`config.mk`:
```
export PLATFORM = sky130hd
export DESIGN_NAME = cpt_timer
export DESIGN_NICKNAME = d
export VERILOG_FILES = /design/src/cpt_pkg.sv /design/src/cpt_prescaler.sv /design/src/cpt_sync.sv /design/src/cpt_timer.sv
export VERILOG_INCLUDE_DIRS = /design/src
export SDC_FILE = /design/constraint.sdc
export NUM_CORES = 1
export LEC_CHECK = 0
export ABC_CLOCK_PERIOD_IN_PS = 2200
export CAP_MARGIN = 10
export CORE_AREA = 8 8 132 73
export DETAILED_ROUTE_END_ITERATION = 7
export DIE_AREA = 0 0 140 81
export DONT_BUFFER_PORTS = 1
export GPL_TIMING_DRIVEN = 0
export PLACE_DENSITY = 0.74
export SLEW_MARGIN = 20
export SYNTH_ARGS = -nofsm -noshare
export SYNTH_HDL_FRONTEND = slang
export SYNTH_SLANG_ARGS = --single-unit
```
`constraint.sdc`:
```
create_clock -name mclk -period 2.2 [get_ports mclk]
set_input_delay 0.22 -clock mclk [delete_from_list [all_inputs] [get_ports mclk]]
set_output_delay 0.22 -clock mclk [all_outputs]
set_load 0.01 [all_outputs]
```
`src/cpt_defines.svh`:
```
// Register offsets, field positions, reset values and divider ratios of the compact timer.
// Assumes inclusion by its bare name from the package and from the design modules.
`ifndef CPT_DEFINES_SVH
`define CPT_DEFINES_SVH

`define CPT_OFS_CTL0 5'h00
`define CPT_OFS_CTL1 5'h04
`define CPT_OFS_CNT_LO 5'h08
`define CPT_OFS_CNT_HI 5'h0C
`define CPT_OFS_CMPA_LO 5'h10
`define CPT_OFS_CMPA_HI 5'h14

`define CPT_CTL0_RESET 8'h00
`define CPT_CTL1_RESET 8'h00
`define CPT_CMPA_RESET 10'h000
`define CPT_CNT_RESET 10'h000
`define CPT_BUF_RESET 8'h00

`define CPT_CTL0_ON_BIT 3
`define CPT_HI_BITS 2

`define CPT_DIV_SYS 6'h03
`define CPT_DIV_H16 6'h0F
`define CPT_DIV_H64 6'h3F

`define CPT_CLK_SYS_DIV4 3'h0
`define CPT_CLK_SYS 3'h1
`define CPT_CLK_H_DIV16 3'h2
`define CPT_CLK_H_DIV64 3'h3
`define CPT_CLK_SUB_A 3'h4
`define CPT_CLK_SUB_B 3'h5
`define CPT_CLK_EXT_RISE 3'h6
`define CPT_CLK_EXT_FALL 3'h7

`define CPT_IO_LOW 2'h1
`define CPT_IO_HIGH 2'h2
`define CPT_IO_TOGGLE 2'h3
`define CPT_IO_PWM_OFF 2'h0
`define CPT_IO_PWM_ON 2'h1
`define CPT_IO_PWM_RUN 2'h2

`endif

```
`src/cpt_pkg.sv`:
```
// Types shared by the compact timer modules.
// Assumes cpt_defines.svh is on the include path.
`include "cpt_defines.svh"

package cpt_pkg;

	typedef enum logic [1:0] {
		CPT_MODE_CMP = 2'h0,
		CPT_MODE_UNDEF = 2'h1,
		CPT_MODE_PWM = 2'h2,
		CPT_MODE_TIMER = 2'h3
	} cpt_mode_t;

	typedef struct packed {
		logic pause;
		logic [2:0] clk_sel;
		logic on;
		logic [2:0] period_compare_bits;
	} cpt_ctl0_t;

	typedef struct packed {
		cpt_mode_t mode_field;
		logic [1:0] out_func;
		logic output_initial_level;
		logic polarity;
		logic duty_swap;
		logic clear_select;
	} cpt_ctl1_t;

	typedef struct packed {
		logic valid;
		logic write;
		logic [4:0] addr;
	} cpt_ahb_req_t;

	typedef struct packed {
		logic div4;
		logic div16;
		logic div64;
	} cpt_ticks_t;

endpackage

```
`src/cpt_prescaler.sv`:
```
// Free-running divider that gives one-cycle ticks at mclk/4, /16 and /64.
// Assumes the high clock equals mclk, the system clock.
`timescale 1ns/1ps
`default_nettype none

module cpt_prescaler
	import cpt_pkg::*;
(
	input wire logic mclk,
	input wire logic rst,
	output cpt_ticks_t ticks
);

	logic [5:0] div;

	always_ff @(posedge mclk or posedge rst)
	begin
		if (rst)
			div <= 6'h00;
		else
			div <= div + 6'h01;
	end

	always_ff @(posedge mclk or posedge rst)
	begin
		if (rst)
			ticks <= '0;
		else
		begin
			ticks.div4 <= (div[1:0] == 2'h3);
			ticks.div16 <= (div[3:0] == 4'hE);
			ticks.div64 <= (div == 6'h3E);
		end
	end

endmodule
`default_nettype wire

```
`src/cpt_sync.sv`:
```
// Two-flop synchroniser for one asynchronous level.
// Assumes the input may change at any time relative to mclk.
`timescale 1ns/1ps
`default_nettype none

module cpt_sync
(
	input wire logic mclk,
	input wire logic rst,
	input wire logic din,
	output logic dout
);

	logic meta;

	always_ff @(posedge mclk or posedge rst)
	begin
		if (rst)
		begin
			meta <= 1'b0;
			dout <= 1'b0;
		end
		else
		begin
			meta <= din;
			dout <= meta;
		end
	end

endmodule
`default_nettype wire

```
`src/cpt_timer.sv`:
```
// Compact 10-bit timer with two comparators, output pins and an AHB-Lite register slave.
// Assumes one AHB-Lite master, mclk as system and high clock, asynchronous pins for the external and sub clocks.
//
// Register access over AHB-Lite and the register addresses were left to the implementer.
`timescale 1ns/1ps
`default_nettype none
`include "cpt_defines.svh"

////////////////////////////////////////////////////////////////////////////////

// Function
// - Ten-bit up counter, clocked by the selected source, not loadable by software.
// - Clock select picks sys/4, sys, high/16, high/64, sub, external rise or fall.
// - Comparator P compares three period bits with counter bits nine to seven.
// - Comparator A compares the ten-bit compare value with the whole counter.
// - Separate match requests for A and P; a match may clear counter, move output.
// - Counter clears on overflow or selected match; software only clears via counter-on rise.
// - Inverted output pin always carries the inverse of the true output.
// - Compare mode drives output high, low or toggles on a comparator A match.
// - PWM mode produces the waveform on both output pins.
// - Compare A low write fills the buffer; high write stores both bytes at once.
// - High byte read snapshots the low byte into the buffer; low read returns it.
// - Counter pair is read-only; compare A pair is read and write.
// - Pause holds the counter; releasing pause resumes from the held value.
// - Counter-on low stops and holds; its rise clears the counter to zero.
// - Counter-on rise returns the output to its initial level in compare and PWM.
// - Control zero holds pause, clock select, counter-on, period bits; reset zero.
// - Period code zero means 1024 clocks; code n means n times 128 clocks.
// - Mode field: 00 compare output, 10 PWM, 11 timer; 01 undefined.
// - Outside PWM, clear select one clears on A match, zero on P match or overflow; in PWM duty swap picks instead.
module cpt_timer
	import cpt_pkg::*;
(
	input wire logic mclk,
	input wire logic rst,
	input wire logic hsel,
	input wire logic [31:0] haddr,
	input wire logic [1:0] htrans,
	input wire logic hwrite,
	input wire logic [2:0] hsize,
	input wire logic [31:0] hwdata,
	input wire logic hready,
	output logic hreadyout,
	output logic hresp,
	output logic [31:0] hrdata,
	input wire logic ext_clock_pin,
	input wire logic sub_clock_pin,
	output logic timer_out,
	output logic timer_out_n,
	output logic match_a_irq,
	output logic match_p_irq
);

	////////////////////////////////////////////////////////////////////////////////

	cpt_ctl0_t ctl0;
	cpt_ctl1_t ctl1;
	cpt_ahb_req_t dp;
	cpt_ticks_t ticks;
	logic [9:0] counter, compare_a_value;
	logic [7:0] hold_buf, rd_val;
	logic out_lvl, ext_sync, ext_prev, sub_sync, sub_prev, cnt_tick, run, step;
	logic a_hit, p_hit, clr_now, duty_active, wr_en, rd_now, wr_ctl0, on_rise, unused_ok;

	assign unused_ok = ^{hsize, haddr[31:5], haddr[1:0], hwdata[31:8]};

	////////////////////////////////////////////////////////////////////////////////
	// Clock sources.

	cpt_prescaler u_prescaler
	(
		.mclk(mclk),
		.rst(rst),
		.ticks(ticks)
	);

	cpt_sync u_ext_sync
	(
		.mclk(mclk),
		.rst(rst),
		.din(ext_clock_pin),
		.dout(ext_sync)
	);

	cpt_sync u_sub_sync
	(
		.mclk(mclk),
		.rst(rst),
		.din(sub_clock_pin),
		.dout(sub_sync)
	);

	// Edge history looks only at the synchronised levels.
	always_ff @(posedge mclk or posedge rst)
	begin
		if (rst)
			{ext_prev, sub_prev} <= 2'h0;
		else
			{ext_prev, sub_prev} <= {ext_sync, sub_sync};
	end

	always_comb
	begin
		case (ctl0.clk_sel)
			`CPT_CLK_SYS_DIV4: cnt_tick = ticks.div4;
			`CPT_CLK_SYS: cnt_tick = 1'b1;
			`CPT_CLK_H_DIV16: cnt_tick = ticks.div16;
			`CPT_CLK_H_DIV64: cnt_tick = ticks.div64;
			`CPT_CLK_SUB_A: cnt_tick = sub_sync & ~sub_prev;
			`CPT_CLK_SUB_B: cnt_tick = sub_sync & ~sub_prev;
			`CPT_CLK_EXT_RISE: cnt_tick = ext_sync & ~ext_prev;
			`CPT_CLK_EXT_FALL: cnt_tick = ~ext_sync & ext_prev;
			default: cnt_tick = 1'b0;
		endcase
	end

	////////////////////////////////////////////////////////////////////////////////
	// Comparators and counter control.

	assign a_hit = (counter == compare_a_value);
	// Period code n matches at n*128 clocks; code zero wraps to 1023, the overflow.
	assign p_hit = (counter[9:7] == (ctl0.period_compare_bits - 3'h1)) && (&counter[6:0]);
	assign run = ctl0.on & ~ctl0.pause;
	assign step = cnt_tick & run;

	always_comb
	begin
		if (ctl1.mode_field == CPT_MODE_PWM)
			clr_now = ctl1.duty_swap ? a_hit : p_hit;
		else
			clr_now = ctl1.clear_select ? a_hit : p_hit;
	end

	always_comb
	begin
		if (ctl1.duty_swap)
			duty_active = (counter[9:7] < ctl0.period_compare_bits);
		else
			duty_active = (counter < compare_a_value);
	end

	////////////////////////////////////////////////////////////////////////////////
	// Bus address phase capture and read timing.

	assign wr_en = dp.valid & dp.write;
	assign rd_now = dp.valid & ~dp.write & ~hreadyout;
	assign wr_ctl0 = wr_en && (dp.addr == `CPT_OFS_CTL0);
	assign on_rise = wr_ctl0 & hwdata[`CPT_CTL0_ON_BIT] & ~ctl0.on;

	always_ff @(posedge mclk or posedge rst)
	begin
		if (rst)
			dp <= '0;
		else if (hready)
		begin
			dp.valid <= hsel & htrans[1];
			dp.write <= hwrite;
			dp.addr <= {haddr[4:2], 2'h0};
		end
	end

	// Reads take one wait state so that a write just before them has landed.
	always_ff @(posedge mclk or posedge rst)
	begin
		if (rst)
			hreadyout <= 1'b1;
		else if (hready && hsel && htrans[1] && !hwrite)
			hreadyout <= 1'b0;
		else
			hreadyout <= 1'b1;
	end

	always_ff @(posedge mclk or posedge rst)
	begin
		if (rst)
			hresp <= 1'b0;
		else
			hresp <= 1'b0;
	end

	always_comb
	begin
		case (dp.addr)
			`CPT_OFS_CTL0: rd_val = ctl0;
			`CPT_OFS_CTL1: rd_val = ctl1;
			`CPT_OFS_CNT_LO: rd_val = hold_buf;
			`CPT_OFS_CNT_HI: rd_val = {6'h00, counter[9:8]};
			`CPT_OFS_CMPA_LO: rd_val = hold_buf;
			`CPT_OFS_CMPA_HI: rd_val = {6'h00, compare_a_value[9:8]};
			default: rd_val = 8'h00;
		endcase
	end

	always_ff @(posedge mclk or posedge rst)
	begin
		if (rst)
			hrdata <= 32'h00000000;
		else if (rd_now)
			hrdata <= {24'h000000, rd_val};
	end

	////////////////////////////////////////////////////////////////////////////////
	// Registers.

	always_ff @(posedge mclk or posedge rst)
	begin
		if (rst)
			ctl0 <= `CPT_CTL0_RESET;
		else if (wr_ctl0)
			ctl0 <= hwdata[7:0];
	end

	always_ff @(posedge mclk or posedge rst)
	begin
		if (rst)
			ctl1 <= `CPT_CTL1_RESET;
		else if (wr_en && dp.addr == `CPT_OFS_CTL1)
			ctl1 <= hwdata[7:0];
	end

	// The one buffer serves both register pairs.
	always_ff @(posedge mclk or posedge rst)
	begin
		if (rst)
			hold_buf <= `CPT_BUF_RESET;
		else if (wr_en && dp.addr == `CPT_OFS_CMPA_LO)
			hold_buf <= hwdata[7:0];
		else if (rd_now && dp.addr == `CPT_OFS_CNT_HI)
			hold_buf <= counter[7:0];
		else if (rd_now && dp.addr == `CPT_OFS_CMPA_HI)
			hold_buf <= compare_a_value[7:0];
	end

	always_ff @(posedge mclk or posedge rst)
	begin
		if (rst)
			compare_a_value <= `CPT_CMPA_RESET;
		else if (wr_en && dp.addr == `CPT_OFS_CMPA_HI)
			compare_a_value <= {hwdata[1:0], hold_buf};
	end

	////////////////////////////////////////////////////////////////////////////////
	// Counter, match requests and outputs.

	always_ff @(posedge mclk or posedge rst)
	begin
		if (rst)
			counter <= `CPT_CNT_RESET;
		else if (on_rise)
			counter <= 10'h000;
		else if (step)
			counter <= clr_now ? 10'h000 : counter + 10'h001;
	end

	always_ff @(posedge mclk or posedge rst)
	begin
		if (rst)
			{match_a_irq, match_p_irq} <= 2'h0;
		else
			{match_a_irq, match_p_irq} <= {step & a_hit, step & p_hit};
	end

	always_ff @(posedge mclk or posedge rst)
	begin
		if (rst)
			out_lvl <= 1'b0;
		else if (on_rise && ctl1.mode_field != CPT_MODE_TIMER)
			out_lvl <= ctl1.output_initial_level;
		else if (ctl1.mode_field == CPT_MODE_CMP && step && a_hit)
		begin
			case (ctl1.out_func)
				`CPT_IO_LOW: out_lvl <= 1'b0;
				`CPT_IO_HIGH: out_lvl <= 1'b1;
				`CPT_IO_TOGGLE: out_lvl <= ~out_lvl;
				default: out_lvl <= out_lvl;
			endcase
		end
		else if (ctl1.mode_field == CPT_MODE_PWM && ctl0.on)
		begin
			case (ctl1.out_func)
				`CPT_IO_PWM_OFF: out_lvl <= ~ctl1.output_initial_level;
				`CPT_IO_PWM_ON: out_lvl <= ctl1.output_initial_level;
				`CPT_IO_PWM_RUN: out_lvl <= duty_active ? ctl1.output_initial_level : ~ctl1.output_initial_level;
				default: out_lvl <= out_lvl;
			endcase
		end
	end

	always_ff @(posedge mclk or posedge rst)
	begin
		if (rst)
			{timer_out, timer_out_n} <= 2'h1;
		else
			{timer_out, timer_out_n} <= {out_lvl ^ ctl1.polarity, ~(out_lvl ^ ctl1.polarity)};
	end
endmodule
`default_nettype wire

```
==> results.md <==
Synth:
- In the synthesized netlist the dominant register cell turns out to be sky130_fd_sc_hd__dfrtp_1.
- Yosys printed 0 warnings.
- Yosys mapped a number of flops with a built-in enable equal to 0.
- Yosys mapped the design onto 57 distinct sky130hd cell types.
- After synthesis the cells add up to roughly 4300 sq um.
- The cell taking the most area after synthesis is sky130_fd_sc_hd__dfrtp_1.
- The synthesized area divided by synthesized cell count is roughly 10 sq um.
- In the post-synthesis netlist, the cell with the most instances is sky130_fd_sc_hd__dfrtp_1.
- The share of Yosys cell area claimed by the top area cell type is 0.446.
- In the post-synthesis netlist, the biggest area contributors are sky130_fd_sc_hd__dfrtp_1, sky130_fd_sc_hd__ha_1, sky130_fd_sc_hd__mux2_2.
- Counting flops and latches in the post-synthesis netlist gives 78.
- In the synthesized netlist the async set-or-reset flop fraction comes to 1.00.
- Of the synthesized area, sequential elements account for 0.458.
- Counting every instance in the synthesized netlist gives roughly 430.
- After synthesis, the most frequently instantiated cells are sky130_fd_sc_hd__dfrtp_1, sky130_fd_sc_hd__nand2_1, sky130_fd_sc_hd__inv_1, sky130_fd_sc_hd__nor2_1, sky130_fd_sc_hd__a21oi_1.

Cells and area:
- The layout filler cell count is between 500 and 600.
- From synthesis to final layout, the design area changed by 22.6%.
- Of the cells placed in the final design, the portion with a size suffix greater than 1 is 0.275.
- After routing the design area is roughly 5200 sq um.
- The net count reported at finish is 590.
- The area used by multi-input combinational logic is around 2200 sq um.
- The antenna diode instance count is 0.
- The flip-flop and latch area is 1970 sq um.
- Once layout is complete, the utilization of the core stands at 0.678.
- Excluding fillers, the count of instances in the completed layout stands at 598.

Timing:
- Between clock sinks in the finished design, the worst skew comes to about 0.0068 ns.
- Setup violations remaining at the end of the flow were counted as 8.
- The minimum clock period is around 2.3 ns.
- The count of final hold-check violations was 0.
- Setup repair after global routing could not meet its margin everywhere.
- The number of pins with negative max-slew slack in the final report is 0.
- The worst max-slew margin expressed relative to the limit is 0.511.
- The post-route fraction of the period consumed by the critical path is 1.04.
- The final sum of negative setup slack is -0.229 ns.
- Timing would allow up to 436 MHz.
- The worst-margin pin slew is 0.730 ns.
- Setup slack on the critical path of the routed design comes to -0.0934 ns.

Global routing:
- The total overflow left after global routing is 0.
- The wire length of the first global-routing pass is around 18000 um.
- The total global-route track usage is 0.209.
- The maximum number of pins on one net before global-route repair is 36.
- The via count of the first global-routing pass is around 3200.
- The number of antenna violations at the first check in global routing is 0.

Detailed routing:
- The average wire per cell in the routed design is ~20 um.
- The violation count after the first detailed-routing iteration is 350.
- The count of nets left with antenna violations once routing finished came out at 0.
- The number of vias per cell is ~5.8.
- The number of DRC violations after detailed routing is 0.
- The first detailed-routing pass took 5 iterations.
- The final route contains between 3000 and 4000 vias.
- The total detailed-routing wirelength is between 10000 and 15000 um.

Worst setup path:
- The arrival time of the worst setup path is 2.52 ns.
- The startpoint of the most critical register-to-register path is counter[2].
- In this run the worst path has a maximum fanout of 8.
- The launching element type of the critical path is a flop.
- The worst-case register-to-register setup slack is -0.09 ns.
- The endpoint of the worst setup timing path is counter[7].
- The required time of the critical path is about 2.4 ns.
- The critical path starts at counter[2].
- The endpoint identified for the worst register-to-register timing path is counter[7].
- STA classifies the critical path endpoint as a flop.
- For the worst flop-to-flop path, the logic depth is 8.
- The path type of the worst setup path is reg -> reg.

Floorplan:
- The die height is around 80 um.
- The core outline area is 7710 sq um.
- The count of pins on the block boundary is 114.
- The effective utilization at floorplan is 0.553.
- Row generation in the floorplan step produced 23 rows.
- The full die area is about 11000 sq um.
- The chip width is 140 um.

Clock tree:
- The later pin in the worst-skew pair is clocked with a latency of 0.34 ns.
- Clock-pin slew was measured on the worst setup and hold paths at 0.06 ns.
- In this run the clock root is driven by a sky130_fd_sc_hd__clkbuf_16.
- Clock tree synthesis found a total of slightly below 80 sinks.
- The H-tree depth is 3.
- TritonCTS built the clock tree.
- In this run, CTS created clock tree buffers numbering 9.
- Counting along the longest clock path gives a buffer depth of 2.

Placement:
- Once detailed placement completed, the half-perimeter wirelength came to around 8700 um.
- In this run the cell area measured after placement is about 4500 sq um.
- The instance count after placement with tap cells included is 555.
- The weighted congestion reported at the end of routability-driven placement is roughly 0.94.
- Input and output buffers added on the ports amount to 0.

Power:
- The analysis attributes to cell leakage a power of about 0.0024 uW.
- The worst-case IR drop observed on VDD is roughly 0.45 mV.
- Power spread over the standard cell area amounts to approximately 1000 nW/um^2.

Min path:
- The worst hold path belongs to the class in -> reg.

Run status:
- The flow ran to the end, but the final reports show violations.
- The final reports fail on setup timing.

Job:
- The count of max-cap constraint violations is 0.
-- worst max-delay path, stage by stage (launching register included) --
cell and delay (ns):
sky130_fd_sc_hd__dfrtp_1 0.44, sky130_fd_sc_hd__ha_1 0.32, sky130_fd_sc_hd__nand4_1 0.20, sky130_fd_sc_hd__or3_4 0.44, sky130_fd_sc_hd__o21ai_4 0.34, sky130_fd_sc_hd__buf_4 0.18
sky130_fd_sc_hd__nor3_1 0.04, sky130_fd_sc_hd__o21ai_0 0.14, sky130_fd_sc_hd__nand2_1 0.07
-- stage by stage --
step	power (uW)	hold slack, ns	setup slack, ns
5_1_grt	5520	0.00848	-0.0757
6_report	5230	0.0113	-0.0934
3_5_place_dp	3430	0.118	-0.295
4_1_cts	5030	0.00396	-0.0415
2_1_floorplan	3040	0.251	0.0962
3_3_place_gp	3360	0.252	-0.279
-- worst min path at each step --
stage	from	endpoint	slack (ns)	depth (start not counted)
5_1_grt	hwdata[5]	ctl1[5]	0.008	2
6_report	hwdata[7]	ctl0[7]	0.01	2
3_3_place_gp	sub_clock_pin	u_sub_sync.meta	0.25	0
3_5_place_dp	rst	compare_a_value[1]	0.12	1
4_1_cts	hwdata[7]	ctl0[7]	0.004	2
2_1_floorplan	ext_clock_pin	u_ext_sync.meta	0.25	0
-- cell families (layout without fill, tap and decap cells) --
kind of cell	after synthesis	count (layout)	synth area share
other cells	1	25	0.000879
compound gates	90	90	0.135
simple gates	130	130	0.161
fa+ha+maj	21	21	0.0616
mux	32	32	0.0818
xor+xnor	8	8	0.0164
flops	78	78	0.458
buf+inv	69	114	0.0850
-- state kept, by name, summed over array words and instances, names as in the netlist, 3 cells and up --
register and count:
compare_a_value 10, counter 10, ctl0 8, ctl1 8
hold_buf 8, hrdata 8, u_prescaler.div 6, dp 5
u_prescaler.ticks 3
-- final cells by class --
type                            count  area share
Multi-Input combinational cell    306       0.419
Sequential cell                    78       0.376
Timing Repair Buffer               30      0.0524
Clock buffer                       11      0.0483
Buffer                             37      0.0459
Tap cell                          100      0.0239
Inverter                           31      0.0230
Clock inverter                      5      0.0110
-- cell usage in the layout (no fill, tap or decap), types with 3 or more instances in the layout --
| cell type | instances |
|---|---|
| sky130_fd_sc_hd__a22oi_1 | 4 |
| sky130_fd_sc_hd__mux2i_1 | 9 |
| sky130_fd_sc_hd__ha_1 | 15 |
| sky130_fd_sc_hd__dfrtp_1 | 65 |
| sky130_fd_sc_hd__dfrtp_2 | 11 |
| sky130_fd_sc_hd__inv_1 | 29 |
| sky130_fd_sc_hd__a211oi_1 | 6 |
| sky130_fd_sc_hd__nand2_1 | 31 |
| sky130_fd_sc_hd__nor3_1 | 4 |
| sky130_fd_sc_hd__nand3_1 | 14 |
| sky130_fd_sc_hd__nor4_2 | 3 |
| sky130_fd_sc_hd__a21oi_2 | 3 |
| sky130_fd_sc_hd__xnor2_1 | 6 |
| sky130_fd_sc_hd__o21ai_0 | 18 |
| sky130_fd_sc_hd__a221oi_1 | 4 |
| sky130_fd_sc_hd__a21oi_1 | 23 |
| sky130_fd_sc_hd__or3_4 | 3 |
| sky130_fd_sc_hd__o211ai_1 | 5 |
| sky130_fd_sc_hd__buf_4 | 45 |
| sky130_fd_sc_hd__nor2_1 | 31 |
| sky130_fd_sc_hd__a21o_1 | 5 |
| sky130_fd_sc_hd__clkbuf_1 | 7 |
| sky130_fd_sc_hd__nand3b_1 | 4 |
| sky130_fd_sc_hd__nand2b_1 | 5 |
| sky130_fd_sc_hd__clkinvlp_4 | 4 |
| sky130_fd_sc_hd__o22ai_1 | 4 |
| sky130_fd_sc_hd__and3_1 | 5 |
| sky130_fd_sc_hd__mux2_2 | 23 |
| sky130_fd_sc_hd__conb_1 | 25 |
| sky130_fd_sc_hd__a31oi_1 | 3 |
| sky130_fd_sc_hd__nor3b_1 | 3 |
| sky130_fd_sc_hd__nand4_1 | 6 |
| sky130_fd_sc_hd__ha_4 | 6 |
| sky130_fd_sc_hd__dlygate4sd3_1 | 8 |
| sky130_fd_sc_hd__clkbuf_16 | 9 |
-- layer usage --
metal / track usage / up-vias / routed length (um)
li1: - / 1597 / -
met1: 0.306 / 1673 / 5490
met2: 0.282 / 175 / 5000
met3: 0.0801 / 9 / 1350
met4: 0.0483 / 0 / 99
met5: 0 / - / 0
-- report_power, final --
part | internal, uW | switching [uW]
sequential | 1780 | 393
clock | 937 | 586
combinational | 724 | 808
total | 3440 | 1790
-- repair_timing --
action,4_1_cts,5_1_grt
hold buffers,8,0
resized for setup,11,31
pin swaps,3,12
setup endpoints to repair,19,25
buffers inserted,3,17
gates cloned,0,0
hold endpoints to repair,21,0
Power figures use the tool's default switching activity.
